$ cat src/verilog/hp_slot_pkg.sv
// constants, field positions and state codes of the hot-plug slot register bank
// assumes a single core clock and one apb slave above this bank
//
// Overview of operation
// - power indicator field reads state, write drives it
// - indicator field reads zero without indicator presence
// - control fields read zero when capability disabled
// - enabled fields start from initial-value register
// - upstream port stores indicator writes but never drives them
// - power bit reads state; zero on, one off
// - interlock control bit always reads zero
// - writing one toggles interlock, zero keeps
// - link active change raises interrupt when enabled
// - button flag set on press, cleared by one
// - fault flag set on fault, cleared by one
// - global enable gates every hot-plug interrupt
// - button enable lets button flag interrupt
// - fault enable lets fault flag interrupt
// - one control write is one command
package hp_slot_pkg;

	// ************************************************************
	// register indices and byte addresses (index times four)
	// ************************************************************
	localparam logic [11:0] CTL_INDEX      = 12'h058;         // slot control index
	localparam logic [11:0] STS_INDEX      = 12'h05a;         // slot status index
	localparam logic [11:0] CTL_ADDR       = 12'h0160;        // slot control byte address
	localparam logic [11:0] STS_ADDR       = 12'h0168;        // slot status byte address
	localparam logic [11:0] CAP_ADDR       = 12'h0200;        // slot capabilities
	localparam logic [11:0] INIT_ADDR      = 12'h0204;        // control initial values
	localparam logic [11:0] MASK_ADDR      = 12'h0208;        // interrupt mask

	// ************************************************************
	// slot control field positions
	// ************************************************************
	localparam int CTL_BUTTON_EN    = 0;                      // button_pressed_en
	localparam int CTL_FAULT_EN     = 1;                      // power_fault_en
	localparam int CTL_IRQ_EN       = 5;                      // hotplug_irq_en
	localparam int CTL_IND_LO       = 8;                      // power_indicator_ctl low bit
	localparam int CTL_POWER        = 10;                     // slot_power_ctl
	localparam int CTL_INTERLOCK    = 11;                     // interlock_toggle
	localparam int CTL_LINK_EN      = 12;                     // link_active_change_en
	localparam logic [15:0] CTL_WRITABLE = 16'h17e3;          // bits 15:13, 11 and 4:2 never stored

	// ************************************************************
	// slot status field positions
	// ************************************************************
	localparam int STS_BUTTON       = 0;                      // button_pressed_flag
	localparam int STS_FAULT        = 1;                      // power_fault_flag
	localparam int STS_CMD_DONE     = 4;                      // command_done_flag
	localparam int STS_LINK         = 8;                      // link active state changed

	// ************************************************************
	// slot capabilities field positions
	// ************************************************************
	localparam int CAP_BUTTON       = 0;                      // attention button present
	localparam int CAP_POWER        = 1;                      // power controller present
	localparam int CAP_INTERLOCK    = 2;                      // interlock present
	localparam int CAP_INDICATOR    = 3;                      // power_indicator_present
	localparam int CAP_UPSTREAM     = 4;                      // port is the upstream port

	// ************************************************************
	// reset values and indicator codes
	// ************************************************************
	localparam logic [4:0]  CAP_RESET      = 5'h0f;          // all slot features, downstream
	localparam logic [15:0] INIT_RESET     = 16'h0723;       // indicator off, power off
	localparam logic [15:0] MASK_RESET     = 16'hffff;       // every status source unmasked
	localparam logic [1:0]  IND_ON         = 2'h1;           // indicator on
	localparam logic [1:0]  IND_BLINK      = 2'h2;           // indicator blink
	localparam logic [1:0]  IND_OFF        = 2'h3;           // indicator off

	// command tracking states
	typedef enum logic [1:0] {
		CMD_IDLE  = 2'b01,                                  // no command outstanding
		CMD_APPLY = 2'b10                                   // pins updated, report next
	} cmd_state_type;

endpackage : hp_slot_pkg

$ cat src/verilog/pin_sync.sv
// three-stage synchroniser with agreement filter and rising-edge pulse
// assumes inputs come from slot pins, asynchronous to core_clk
`timescale 1ns/1ps
module pin_sync #(
	parameter int WIDTH = 2                                 // number of pins
) (
	input  wire logic             core_clk,                 // core clock
	input  wire logic             rst_n,                    // synchronous reset, low
	input  wire logic [WIDTH-1:0] pin_in,                   // raw pin levels
	output logic      [WIDTH-1:0] level,                    // filtered level
	output logic      [WIDTH-1:0] rise                      // one-cycle rising pulse
);

	// ************************************************************
	// synchroniser stages
	// ************************************************************
	logic [WIDTH-1:0] stage1;                               // read only by stage2
	logic [WIDTH-1:0] stage2;                               // second stage
	logic [WIDTH-1:0] stage3;                               // third stage
	logic [WIDTH-1:0] next_level;                           // next filtered level
	logic [WIDTH-1:0] next_rise;                            // next edge pulse

	// a change counts only once stage2 and stage3 agree
	always_comb begin
		for (int i = 0; i < WIDTH; i++) begin
			next_level[i] = (stage2[i] == stage3[i]) ? stage3[i] : level[i];
		end
		next_rise = next_level & ~level;
	end

	// register the stages and the filtered outputs
	always_ff @(posedge core_clk) begin
		if (!rst_n) begin
			stage1 <= '0;
			stage2 <= '0;
			stage3 <= '0;
			level  <= '0;
			rise   <= '0;
		end else begin
			stage1 <= pin_in;
			stage2 <= stage1;
			stage3 <= stage2;
			level  <= next_level;
			rise   <= next_rise;
		end
	end

endmodule : pin_sync

$ cat src/verilog/hot_plug_slot_control_status.sv
// slot control and slot status registers of one port, behind an apb slave
// assumes button and fault pins are asynchronous; link_active is on core_clk
//
// Implementation choice: the APB interface to the registers.
`timescale 1ns/1ps
module hot_plug_slot_control_status #(
	parameter logic [4:0]  CAP_INIT  = hp_slot_pkg::CAP_RESET,  // capabilities after reset
	parameter logic [15:0] CTL_INIT  = hp_slot_pkg::INIT_RESET  // initial values after reset
) (
	input  wire logic        core_clk,                      // 100 MHz core clock
	input  wire logic        rst_n,                         // synchronous reset, low
	input  wire logic        psel,                          // apb select
	input  wire logic        penable,                       // apb enable
	input  wire logic        pwrite,                        // apb direction
	input  wire logic [11:0] paddr,                         // apb byte address
	input  wire logic [31:0] pwdata,                        // apb write data
	output logic      [31:0] prdata,                        // apb read data
	output logic             pready,                        // apb ready
	output logic             pslverr,                       // apb error
	input  wire logic        button_pin,                    // attention button, high pressed
	input  wire logic        fault_pin,                     // power fault report, high fault
	input  wire logic        link_active,                   // data link layer active level
	output logic      [1:0]  indicator_drive,               // power indicator state
	output logic             slot_power_off,                // high removes slot power
	output logic             interlock_engaged,             // interlock state
	output logic             hotplug_irq                    // level interrupt
);

	// ************************************************************
	// register state
	// ************************************************************
	logic [4:0]  slot_capabilities;                         // capability enables
	logic [15:0] slot_control_init_value;                   // initial control values
	logic [15:0] irq_mask;                                  // one lets a status bit through
	logic [1:0]  power_indicator_ctl;                       // stored indicator code
	logic        slot_power_ctl;                            // stored power state
	logic        button_pressed_en;                         // button interrupt enable
	logic        power_fault_en;                            // fault interrupt enable
	logic        hotplug_irq_en;                            // global enable
	logic        link_active_change_en;                     // link change enable
	logic        button_pressed_flag;                       // sticky button status
	logic        power_fault_flag;                          // sticky fault status
	logic        command_done_flag;                         // sticky command status
	logic        link_change_flag;                          // sticky link change status
	logic        link_active_prev;                          // last link level
	hp_slot_pkg::cmd_state_type cmd_state;                  // command tracker

	// next values
	logic [4:0]  next_caps;
	logic [15:0] next_init;
	logic [15:0] next_mask;
	logic [1:0]  next_indicator_ctl;
	logic        next_power_ctl;
	logic        next_button_en;
	logic        next_fault_en;
	logic        next_irq_en;
	logic        next_link_en;
	logic        next_button_flag;
	logic        next_fault_flag;
	logic        next_done_flag;
	logic        next_link_flag;
	logic [1:0]  next_indicator_drive;
	logic        next_interlock;
	logic [31:0] next_prdata;
	hp_slot_pkg::cmd_state_type next_cmd_state;

	// ************************************************************
	// bus decode
	// ************************************************************
	logic        setup_phase;                               // first cycle of a transfer
	logic        access_phase;                              // completing cycle
	logic        addr_mapped;                               // address hits a register
	logic        wr_ctl;                                    // control written this edge
	logic        wr_sts;                                    // status written this edge
	logic [15:0] ctl_view;                                  // control as software reads it
	logic [15:0] sts_view;                                  // status as software reads it
	logic [1:0]  pin_rise;                                  // button and fault edges
	logic        link_changed;                              // link level moved

	// true when an access phase writes the given address
	function automatic logic wr_hit(input logic [11:0] target);
		wr_hit = access_phase && pwrite && (paddr == target);
	endfunction : wr_hit

	assign setup_phase  = psel && !penable;
	assign access_phase = psel && penable;
	assign addr_mapped  = (paddr == hp_slot_pkg::CTL_ADDR) || (paddr == hp_slot_pkg::STS_ADDR) ||
		(paddr == hp_slot_pkg::CAP_ADDR) || (paddr == hp_slot_pkg::INIT_ADDR) ||
		(paddr == hp_slot_pkg::MASK_ADDR);
	assign wr_ctl       = wr_hit(hp_slot_pkg::CTL_ADDR);
	assign wr_sts       = wr_hit(hp_slot_pkg::STS_ADDR);
	assign link_changed = link_active ^ link_active_prev;
	// zero-wait slave: read data is captured during setup
	assign pready       = 1'b1;
	assign pslverr      = access_phase && !addr_mapped;

	// slot pins cross into core_clk here
	pin_sync #(
		.WIDTH (2)
	) u_pin_sync (
		.core_clk (core_clk),
		.rst_n    (rst_n),
		.pin_in   ({fault_pin, button_pin}),
		.level    (),
		.rise     (pin_rise)
	);

	// ************************************************************
	// read views
	// ************************************************************
	always_comb begin
		ctl_view = 16'h0000;                                // reserved bits stay zero
		// enables of absent features read zero although they hold the init value
		ctl_view[hp_slot_pkg::CTL_BUTTON_EN] = button_pressed_en &&
			slot_capabilities[hp_slot_pkg::CAP_BUTTON];
		ctl_view[hp_slot_pkg::CTL_FAULT_EN]  = power_fault_en &&
			slot_capabilities[hp_slot_pkg::CAP_POWER];
		ctl_view[hp_slot_pkg::CTL_IRQ_EN]    = hotplug_irq_en;
		// indicator readback hidden unless present
		ctl_view[hp_slot_pkg::CTL_IND_LO +: 2] =
			slot_capabilities[hp_slot_pkg::CAP_INDICATOR] ? power_indicator_ctl : 2'h0;
		// power readback hidden without a power controller
		ctl_view[hp_slot_pkg::CTL_POWER]     = slot_power_ctl &&
			slot_capabilities[hp_slot_pkg::CAP_POWER];
		ctl_view[hp_slot_pkg::CTL_INTERLOCK] = 1'b0;
		ctl_view[hp_slot_pkg::CTL_LINK_EN]   = link_active_change_en;
		sts_view = 16'h0000;
		sts_view[hp_slot_pkg::STS_BUTTON]    = button_pressed_flag;
		sts_view[hp_slot_pkg::STS_FAULT]     = power_fault_flag;
		sts_view[hp_slot_pkg::STS_CMD_DONE]  = command_done_flag;
		sts_view[hp_slot_pkg::STS_LINK]      = link_change_flag;
	end

	// ************************************************************
	// next-state logic
	// ************************************************************
	always_comb begin
		next_caps          = slot_capabilities;
		next_init          = slot_control_init_value;
		next_mask          = irq_mask;
		next_indicator_ctl = power_indicator_ctl;
		next_power_ctl     = slot_power_ctl;
		next_button_en     = button_pressed_en;
		next_fault_en      = power_fault_en;
		next_irq_en        = hotplug_irq_en;
		next_link_en       = link_active_change_en;
		next_interlock     = interlock_engaged;
		next_prdata        = prdata;
		next_cmd_state     = cmd_state;
		// own registers
		if (wr_hit(hp_slot_pkg::CAP_ADDR)) begin
			next_caps = pwdata[4:0];
		end
		if (wr_hit(hp_slot_pkg::INIT_ADDR)) begin
			next_init = pwdata[15:0] & hp_slot_pkg::CTL_WRITABLE;
		end
		if (wr_hit(hp_slot_pkg::MASK_ADDR)) begin
			next_mask = pwdata[15:0];
		end
		// one write is one command, whatever fields it touches
		if (wr_ctl) begin
			next_button_en     = pwdata[hp_slot_pkg::CTL_BUTTON_EN];
			next_fault_en      = pwdata[hp_slot_pkg::CTL_FAULT_EN];
			next_irq_en        = pwdata[hp_slot_pkg::CTL_IRQ_EN];
			next_indicator_ctl = pwdata[hp_slot_pkg::CTL_IND_LO +: 2];
			next_power_ctl     = pwdata[hp_slot_pkg::CTL_POWER];
			next_link_en       = pwdata[hp_slot_pkg::CTL_LINK_EN];
			if (pwdata[hp_slot_pkg::CTL_INTERLOCK] &&
				slot_capabilities[hp_slot_pkg::CAP_INTERLOCK]) begin
				next_interlock = !interlock_engaged;
			end
			next_cmd_state = hp_slot_pkg::CMD_APPLY;
		end else begin
			// pins followed the write at the same edge, so the command is done
			next_cmd_state = hp_slot_pkg::CMD_IDLE;
		end
		// absent features read zero and wait at their initial value
		if (!slot_capabilities[hp_slot_pkg::CAP_INDICATOR]) begin
			next_indicator_ctl = slot_control_init_value[hp_slot_pkg::CTL_IND_LO +: 2];
		end
		if (!slot_capabilities[hp_slot_pkg::CAP_POWER]) begin
			next_power_ctl = slot_control_init_value[hp_slot_pkg::CTL_POWER];
			next_fault_en  = slot_control_init_value[hp_slot_pkg::CTL_FAULT_EN];
		end
		if (!slot_capabilities[hp_slot_pkg::CAP_BUTTON]) begin
			next_button_en = slot_control_init_value[hp_slot_pkg::CTL_BUTTON_EN];
		end
		// upstream port never moves the indicator
		next_indicator_drive = slot_capabilities[hp_slot_pkg::CAP_UPSTREAM] ?
			indicator_drive : next_indicator_ctl;
		// sticky flags: a new event beats a clearing write
		next_button_flag = (button_pressed_flag &&
			!(wr_sts && pwdata[hp_slot_pkg::STS_BUTTON])) || pin_rise[0];
		next_fault_flag  = (power_fault_flag &&
			!(wr_sts && pwdata[hp_slot_pkg::STS_FAULT])) || pin_rise[1];
		next_done_flag   = (command_done_flag &&
			!(wr_sts && pwdata[hp_slot_pkg::STS_CMD_DONE])) ||
			(cmd_state == hp_slot_pkg::CMD_APPLY);
		next_link_flag   = (link_change_flag &&
			!(wr_sts && pwdata[hp_slot_pkg::STS_LINK])) || link_changed;
		// read data is loaded in setup so it comes from a flop in access
		if (setup_phase) begin
			next_prdata = 32'h0000_0000;
			case (paddr)
				hp_slot_pkg::CTL_ADDR:  next_prdata = {16'h0000, ctl_view};
				hp_slot_pkg::STS_ADDR:  next_prdata = {16'h0000, sts_view};
				hp_slot_pkg::CAP_ADDR:  next_prdata = {27'h000_0000, slot_capabilities};
				hp_slot_pkg::INIT_ADDR: next_prdata = {16'h0000, slot_control_init_value};
				hp_slot_pkg::MASK_ADDR: next_prdata = {16'h0000, irq_mask};
				default:                next_prdata = 32'h0000_0000;
			endcase
		end
	end

	// ************************************************************
	// registers
	// ************************************************************
	always_ff @(posedge core_clk) begin
		if (!rst_n) begin
			slot_capabilities       <= CAP_INIT;
			slot_control_init_value <= CTL_INIT;
			irq_mask                <= hp_slot_pkg::MASK_RESET;
			power_indicator_ctl     <= CTL_INIT[9:8];
			slot_power_ctl          <= CTL_INIT[10];
			button_pressed_en       <= CTL_INIT[0];
			power_fault_en          <= CTL_INIT[1];
			hotplug_irq_en          <= CTL_INIT[5];
			link_active_change_en   <= CTL_INIT[12];
			button_pressed_flag     <= 1'b0;
			power_fault_flag        <= 1'b0;
			command_done_flag       <= 1'b0;
			link_change_flag        <= 1'b0;
			link_active_prev        <= 1'b0;
			indicator_drive         <= hp_slot_pkg::IND_OFF;
			interlock_engaged       <= 1'b0;
			prdata                  <= 32'h0000_0000;
			cmd_state               <= hp_slot_pkg::CMD_IDLE;
		end else begin
			slot_capabilities       <= next_caps;
			slot_control_init_value <= next_init;
			irq_mask                <= next_mask;
			power_indicator_ctl     <= next_indicator_ctl;
			slot_power_ctl          <= next_power_ctl;
			button_pressed_en       <= next_button_en;
			power_fault_en          <= next_fault_en;
			hotplug_irq_en          <= next_irq_en;
			link_active_change_en   <= next_link_en;
			button_pressed_flag     <= next_button_flag;
			power_fault_flag        <= next_fault_flag;
			command_done_flag       <= next_done_flag;
			link_change_flag        <= next_link_flag;
			link_active_prev        <= link_active;
			indicator_drive         <= next_indicator_drive;
			interlock_engaged       <= next_interlock;
			prdata                  <= next_prdata;
			cmd_state               <= next_cmd_state;
		end
	end

	// ************************************************************
	// outputs and interrupt
	// ************************************************************
	// without a power controller the slot stays powered (field reads zero)
	assign slot_power_off = slot_capabilities[hp_slot_pkg::CAP_POWER] && slot_power_ctl;

	// per-source enable, then mask, then the global enable
	assign hotplug_irq = hotplug_irq_en && |(irq_mask & sts_view &
		{7'h00, link_active_change_en, 6'h00, power_fault_en, button_pressed_en});
endmodule : hot_plug_slot_control_status

$ cat config.mk
export PLATFORM = sky130hd
export DESIGN_NAME = hot_plug_slot_control_status
export DESIGN_NICKNAME = d
export VERILOG_FILES = /design/src/verilog/hp_slot_pkg.sv /design/src/verilog/pin_sync.sv /design/src/verilog/hot_plug_slot_control_status.sv
export SDC_FILE = /design/constraint.sdc
export NUM_CORES = 1
export LEC_CHECK = 0
export BUFFER_PORTS_ARGS = -buffer_cell sky130_fd_sc_hd__buf_4
export CAP_MARGIN = 5
export CORE_MARGIN = 2
export CORE_UTILIZATION = 51
export CTS_CLUSTER_DIAMETER = 50
export CTS_CLUSTER_SIZE = 28
export DETAILED_ROUTE_END_ITERATION = 12
export PLACE_DENSITY = 0.79
export SYNTH_ARGS = -nofsm -noshare
export SYNTH_HDL_FRONTEND = slang
export SYNTH_SLANG_ARGS = --single-unit
$ cat constraint.sdc
create_clock -name core_clk -period 2.7 [get_ports core_clk]
set_input_delay 0.54 -clock core_clk [delete_from_list [all_inputs] [get_ports core_clk]]
set_output_delay 0.54 -clock core_clk [all_outputs]
set_load 0.05 [all_outputs]
# After elaboration in Yosys (flattened, before gate mapping)
# Index checks and enable logic that the tools add are counted.
[totals]
ff_bits = 89
latch_bits = 0
mem_bits_rw = 0
mem_bits_ro = 0
input_bits = 52
elab_cells = 90
n_memories = 0
[classes]
addsub = 0
mul = 0
n_div = 0
n_lt_le_gt_ge = 0
n_eq_ne = 10
shift = 0
n_mux = 13
bitwise = 5
reduce_logical = 39
[op_table]
columns = ["cell", "count"]
rows = [
  ["one-hot mux 16 bit (5 select lines)", 1],
  ["equality test 12 x 10 -> 1 bit, second input constant", 3],
  ["bitwise AND 16 x 9 -> 16 bit", 2],
  ["equality test 12 x 9 -> 1 bit, second input constant", 2],
  ["logical AND 1 bit", 22],
  ["OR reduction 16 bit", 1],
  ["logical OR 1 bit", 8],
  ["2-to-1 mux 1 bit", 8],
  ["2-to-1 mux 2 bit", 4],
  ["logical NOT 1 bit", 7],
  ["!= test 2 x 1 -> 1 bit, second input constant", 2],
  ["bitwise AND 2 bit", 1],
  ["equality test 1 bit", 2],
  ["equality test 2 bit, second input constant", 1],
  ["NOT 2 bit", 1],
  ["AND reduction 2 bit", 1],
  ["XOR 1 bit", 1],
]

# Logic depth before layout (Yosys ltp)
# Gate-level depths: netlist (run 1).
[logic_depth]
word_depth = 7
mapped_depth = 8
ltp_nobuf = 5

# Modules after synthesis
# Synthesis (run 1) repeated with hierarchy kept, for this count alone.
[unflattened]
cells_unflattened = 364
hier_area_um2 = 3231.8
[modules_own_cells]
columns = ["module", "n_inst", "cells_per_inst", "area_each_um2"]
rows = [
  ["hot_plug_slot_control_status", 1, 340, 2934.1],
  ["pin_sync", 1, 24, 297.8],
]

# Worst setup path after synthesis (run 1)
# Ideal clock, no wire load.
[synth_path]
path_type = "in2out"
start = "in paddr[4]"
end = "out pslverr"
arrival_time_ns = 1.888
t_required_ns = 2.160
slack_ns = 0.272
path_stages = 5
path_buffers = 1
path_cell_list = "or4_4 > buf_6 > or3_4 > nor2_1 > nor2_1"
[synth_via]
elab_chain_cells = 7
[synth_rtl]
columns = ["item", "line_no", "source"]
rows = [
  ["start: declaration", "hot_plug_slot_control_status.sv:15", "input wire logic [11:0] paddr,"],
  ["equality test 12 x 9 -> 1 bit", "hot_plug_slot_control_status.sv:87", "assign addr_mapped = (paddr == hp_slot_pkg::CTL_ADDR) || (paddr == hp_slot_pkg::STS_ADDR) ||"],
  ["logical OR 1 bit (2 in series)", "hot_plug_slot_control_status.sv:87", ""],
  ["logical OR 1 bit", "hot_plug_slot_control_status.sv:88", "(paddr == hp_slot_pkg::CAP_ADDR) || (paddr == hp_slot_pkg::INIT_ADDR) ||"],
  ["logical OR 1 bit *", "hot_plug_slot_control_status.sv:88", ""],
  ["logical NOT 1 bit *", "hot_plug_slot_control_status.sv:95", "assign pslverr = access_phase && !addr_mapped;"],
  ["logical AND 1 bit *", "hot_plug_slot_control_status.sv:95", ""],
  ["end: declaration", "hot_plug_slot_control_status.sv:19", "output logic pslverr,"],
]
# Mark *: on every way between the ends. The rest lies on a longest branch, timed or not.

# Worst setup path in the final report (run 1)
# Same ends and word-level chain as after synthesis.

==> qor.csv, run 1 <==
metric,value,unit
cts.path.max_buffers,2,
outcome,"finished, final reports clean",
fin_util,64.39,%
synth_top_flop_cell,dfxtp_1,
fin_skew,9.643,ps
seqCellArea,1461,um^2
final_cell_count_no_fill,505,
maxSlewViolCount,0,
post_drt_wl_per_cell,15.13,um
grt_start_max_net_pins,52,
layout-drive-gt1-share,22.09,%
post_cts_buffers,0,
worstSetupEndpointType,primary output,
dr.pass1.iters,4,
fin_nets,477,
tritoncts,done,
drt_iter0_markers,230,
postSynthCellCount,363,
hp-class,primary input to flip-flop,
clk_pin_slew,70,ps
grt_pass1_vias,2618,
grtUsageMet3,6.362,%
cts_root_buffer,clkbuf_8,
rsz0062_at_grt,false,
diodes,0,
ys_seq_area_share,46.02,%
rows,28,
wirelength,7.641,mm
ir_worst_vdd,0.4148,mV
cts.repair.resized,0,
start_util,53.32,%
gr-total-overflow,0,
final-setup-viol-count,0,
synth_cell_types,47,
p_leak,0.001613,uW
slew_headroom,61.01,%
use_met1,28.80,%
nFillCells,511,
ys_ff_latch,73,
ctsHoldBuffers,0,
cts_buffers,9,
core-area,5956,um^2
die_area,6874,um^2
htreeDepth,3,
die_x,82.91,um
cp.arrival,2050,ps
io_buffer_count,57,
synth_area_leaders,"dfxtp_1 46%, nand2_1 8.3%, nand3_1 6.0%",
fmax,386.0,MHz
crit_type,primary input to primary output,
place_inst,489,
finalPower,2094,uW
grt_pass1_wl,12.59,mm
ios,91,
crit_required,2160,ps
routabilityCongestion,0.8422,
cp_max_fo,6,
multi_input_area,1528,um^2
fin_crit_sh,95.94,%
vias_per_cell,5.461,
dp.final_hpwl,5.474,mm
synth_area,3176,um^2
track_usage,22.89,%
via_count,2758,
min_period,2590,ps
die_h,82.91,um
synthArstFlopShare,0,%
drc_errors,0,
synth_edf_count,0,
power-per-cell-area,546.1,nW/um^2
synth_warnings,0,
synth_top_cell_by_area,dfxtp_1,
cp-start-kind,primary input,
ant_nets,0,
finalSetupTns,0,ps
tightest_slew,576.7,ps
cts.sinks,73,
maxCapViolCount,0,
grt_busiest_layer,met2,
postSynthAreaPerCell,8.748,um^2
clk_latency,340,ps
antenna_found_initial,0,
hold_violations,0,
syn_to_final_growth,20.76,%
grt_use_met2,37.02,%
synth_top_area_share,46.02,%
## sequential cells by signal, indices dropped and copies added (netlist names), 2 cells and up
register                 cells
indicator_drive              2
u_pin_sync.stage2            2
slot_control_init_value      9
u_pin_sync.stage3            2
u_pin_sync.stage1            2
cmd_state                    2
irq_mask                    16
u_pin_sync.level             2
prdata                      16
slot_capabilities            5
u_pin_sync.rise              2
power_indicator_ctl          2
## report_power, final
part,switching [uW],internal (uW)
combinational,125,58.7
clock,373,450
sequential,3.86,1080
## routing by layer
layer / share of wire, % / routed length (um)
met1: 43 / 3259
met2: 48 / 3640
met3: 7.7 / 586
met4: 2.0 / 155
met5: 0 / 0
## layout by cell type, fill, tap and decap left out, types with 8 or more instances in the layout
cell	synthesis	layout
a21boi_0	8	8
nor2b_1	12	12
nand2_1	70	70
and2_1	11	11
clkbuf_8	0	10
mux2i_1	16	16
nand3_1	38	38
dfxtp_1	73	73
o21ai_0	23	23
buf_4	18	72
conb_1	2	17
a21oi_1	10	10
## final cells by class
type                    instances  share of cell area (%)
multi-input cells             263                   39.84
flip-flops and latches         73                   38.11
clock inverters                 3                   1.044
repair buffers                 72                   14.09
clock buffers                  13                   3.883
inverters                       6                  0.5873
well taps                      75                   2.447
## synthesized netlist by cell type (3+ instances only)
cell / count
dfxtp_1: 73
nand2_1: 70
nand3_1: 38
o21ai_0: 23
buf_4: 18
mux2i_1: 16
clkbuf_1: 12
nor2b_1: 12
and2_1: 11
a21oi_1: 10
a21boi_0: 8
a22oi_1: 7
nor2_1: 7
inv_1: 6
a22o_1: 4
mux2_2: 4
a31oi_1: 3
a32o_1: 3
## path summary, 6_finish.rpt
path | cells after the start | from | slack [ps] | end
worst max-delay path | 6 | paddr[4] | 110 | pslverr
worst min-delay path | 3 | pwdata[15] | 410 | irq_mask[15]
worst max register to register | 3 | slot_capabilities[3] | 1470 | indicator_drive[1]
worst min register to register | 1 | u_pin_sync.level[1] | 430 | u_pin_sync.rise[1]
## critical path: stages
cell    delay (ps)
buf_4          110
or4_4          610
or3_4          380
nor2_1         160
nor2_1          60
buf_4          190
## per-stage QoR
step	instance area [um^2]	hold slack, ps	setup WS (ps)
after floorplan	3232	409.0	272.1
after global placement	3646	415.5	100.6
after detailed placement	3646	426.5	68.27
after CTS	3835	399.2	109.5
after global routing	3835	391.2	24.96
final	3835	410.0	109.5
## kinds of logic after synthesis
group                     after synthesis  synth area share [%]
and+or+nand+nor                       159                 25.89
DFF                                    73                 46.02
AOI/OAI and AO/OA                      65                 13.20
buffers and inverters                  42                 7.643
muxes                                  20                 6.462
xor gates and xnor gates                2                0.5517
other                                   2                0.2365
Note: power is estimated with default switching activity, not from simulation.
==> inputs of run 2 (changes only) <==
--- a/config.mk
+++ b/config.mk
@@ -12,7 +12,7 @@
 export CTS_CLUSTER_DIAMETER = 50
 export CTS_CLUSTER_SIZE = 28
 export DETAILED_ROUTE_END_ITERATION = 12
-export PLACE_DENSITY = 0.79
+export PLACE_DENSITY = 0.91
 export SYNTH_ARGS = -nofsm -noshare
 export SYNTH_HDL_FRONTEND = slang
 export SYNTH_SLANG_ARGS = --single-unit
==> qor.csv, run 2 (synthesis results as in run 1) <==
metric,value,unit
outcome,"finished, final reports clean",
rsz0062_at_grt,false,
maxSlewViolCount,0,
finalSetupTns,0,ps
die_h,82.91,um
post_drt_wl_per_cell,15.96,um
cp-start-kind,primary input,
ant_nets,0,
drc_errors,0,
grt_start_max_net_pins,65,
drt_iter0_markers,310,
cts.repair.resized,0,
fin_nets,473,
layout-drive-gt1-share,21.60,%
multi_input_area,1528,um^2
grt_use_met2,38.27,%
rows,28,
die_x,82.91,um
vias_per_cell,5.709,
via_count,2860,
die_area,6874,um^2
seqCellArea,1461,um^2
cts_root_buffer,clkbuf_8,
crit_required,2160,ps
min_period,2591,ps
clk_pin_slew,70,ps
cts.path.max_buffers,2,
hold_violations,0,
cts_buffers,9,
cp_max_fo,6,
nFillCells,490,
crit_type,primary input to primary output,
ios,91,
routabilityCongestion,0.8981,
grt_busiest_layer,met2,
p_leak,0.001603,uW
finalHoldWorstSlack,396.9,ps
syn_to_final_growth,20.41,%
maxCapViolCount,0,
gr-total-overflow,0,
ctsHoldBuffers,0,
slew_headroom,55.84,%
dr.pass1.iters,7,
track_usage,22.84,%
htreeDepth,3,
wirelength,7.998,mm
use_met1,27.54,%
clk_latency,350,ps
tritoncts,done,
antenna_found_initial,0,
fin_crit_sh,95.97,%
layout_commonest_cell,dfxtp_1,
grtUsageMet3,5.169,%
final-setup-viol-count,0,
start_util,53.32,%
hp-class,primary input to flip-flop,
dp.final_hpwl,5.504,mm
fmax,385.9,MHz
cts.sinks,73,
power-per-cell-area,565.8,nW/um^2
cp.arrival,2050,ps
diodes,0,
worstSetupEndpointType,primary output,
layout_common_cells,"73 x dfxtp_1, 70 x nand2_1, 68 x buf_4, 38 x nand3_1, 23 x o21ai_0",
tightest_slew,660.7,ps
reg.largest.list,"irq_mask: 16 flops, prdata: 16 flops, slot_control_init_value: 9 flops",
grt_pass1_vias,2748,
fin_skew,8.406,ps
core-area,5956,um^2
grt_pass1_wl,12.74,mm
ir_worst_vdd,0.3403,mV
io_buffer_count,57,
post_cts_buffers,0,
==> run 2: cell types whose count changed in the layout (fill, tap and decap cells not counted) <==
cell and change:
clkinv_2 -1, buf_4 -4, clkbuf_8 +2, clkbuf_1 -1
==> run 2: stage by stage <==
step | instances | utilization (%) | total power [uW] | area (um^2) | worst slack, ps
final | 501 | 64.20 | 2163 | 3824 | 108.8
after CTS | 501 | 64.20 | 2161 | 3824 | 111.2
after detailed placement | 485 | 60.71 | 1292 | 3616 | 106.1
after global routing | 501 | 64.20 | 2223 | 3824 | 55.89
after floorplan | 378 | - | 1243 | 3232 | 272.1
after global placement | 485 | 60.71 | 1288 | 3616 | 135.9
==> run 2: layout make-up <==
| type | instances | share of cell area (%) |
|---|---|---|
| tap | 75 | 2.454 |
| timing repair buffer | 68 | 13.35 |
| sequential | 73 | 38.22 |
| clock inverter | 2 | 0.9162 |
| multi-input combinational | 263 | 39.95 |
| inverter | 6 | 0.5890 |
| clock buffer | 14 | 4.516 |
==> run 2: metal layers <==
| metal | vias up | wire length (um) |
|---|---|---|
| met5 | - | 0 |
| li1 | 1337 | - |
| met4 | 0 | 236 |
| met3 | 33 | 678 |
| met1 | 1326 | 3226 |
| met2 | 164 | 3856 |
==> run 2: final timing paths <==
check / from / end / slack (ps) / cells past startpoint
hold reg to reg: u_pin_sync.stage1[1] / u_pin_sync.stage2[1] / 440 / 1
setup / recovery: paddr[4] / pslverr / 110 / 6
hold / removal: button_pin / u_pin_sync.stage1[0] / 400 / 2
setup reg to reg: slot_capabilities[3] / indicator_drive[1] / 1480 / 3
==> run 2: critical path, stage by stage <==
cell	delay (ps)
buf_4	110
or4_4	600
or3_4	380
nor2_1	170
nor2_1	70
buf_4	190
==> run 2: report_power, final <==
group | total, uW | switching, uW | leakage (uW) | internal (uW)
sequential | 1090 | 4.35 | 0.000591 | 1080
clock | 893 | 390 | 0.000107 | 502
combinational | 182 | 125 | 0.000905 | 57.8
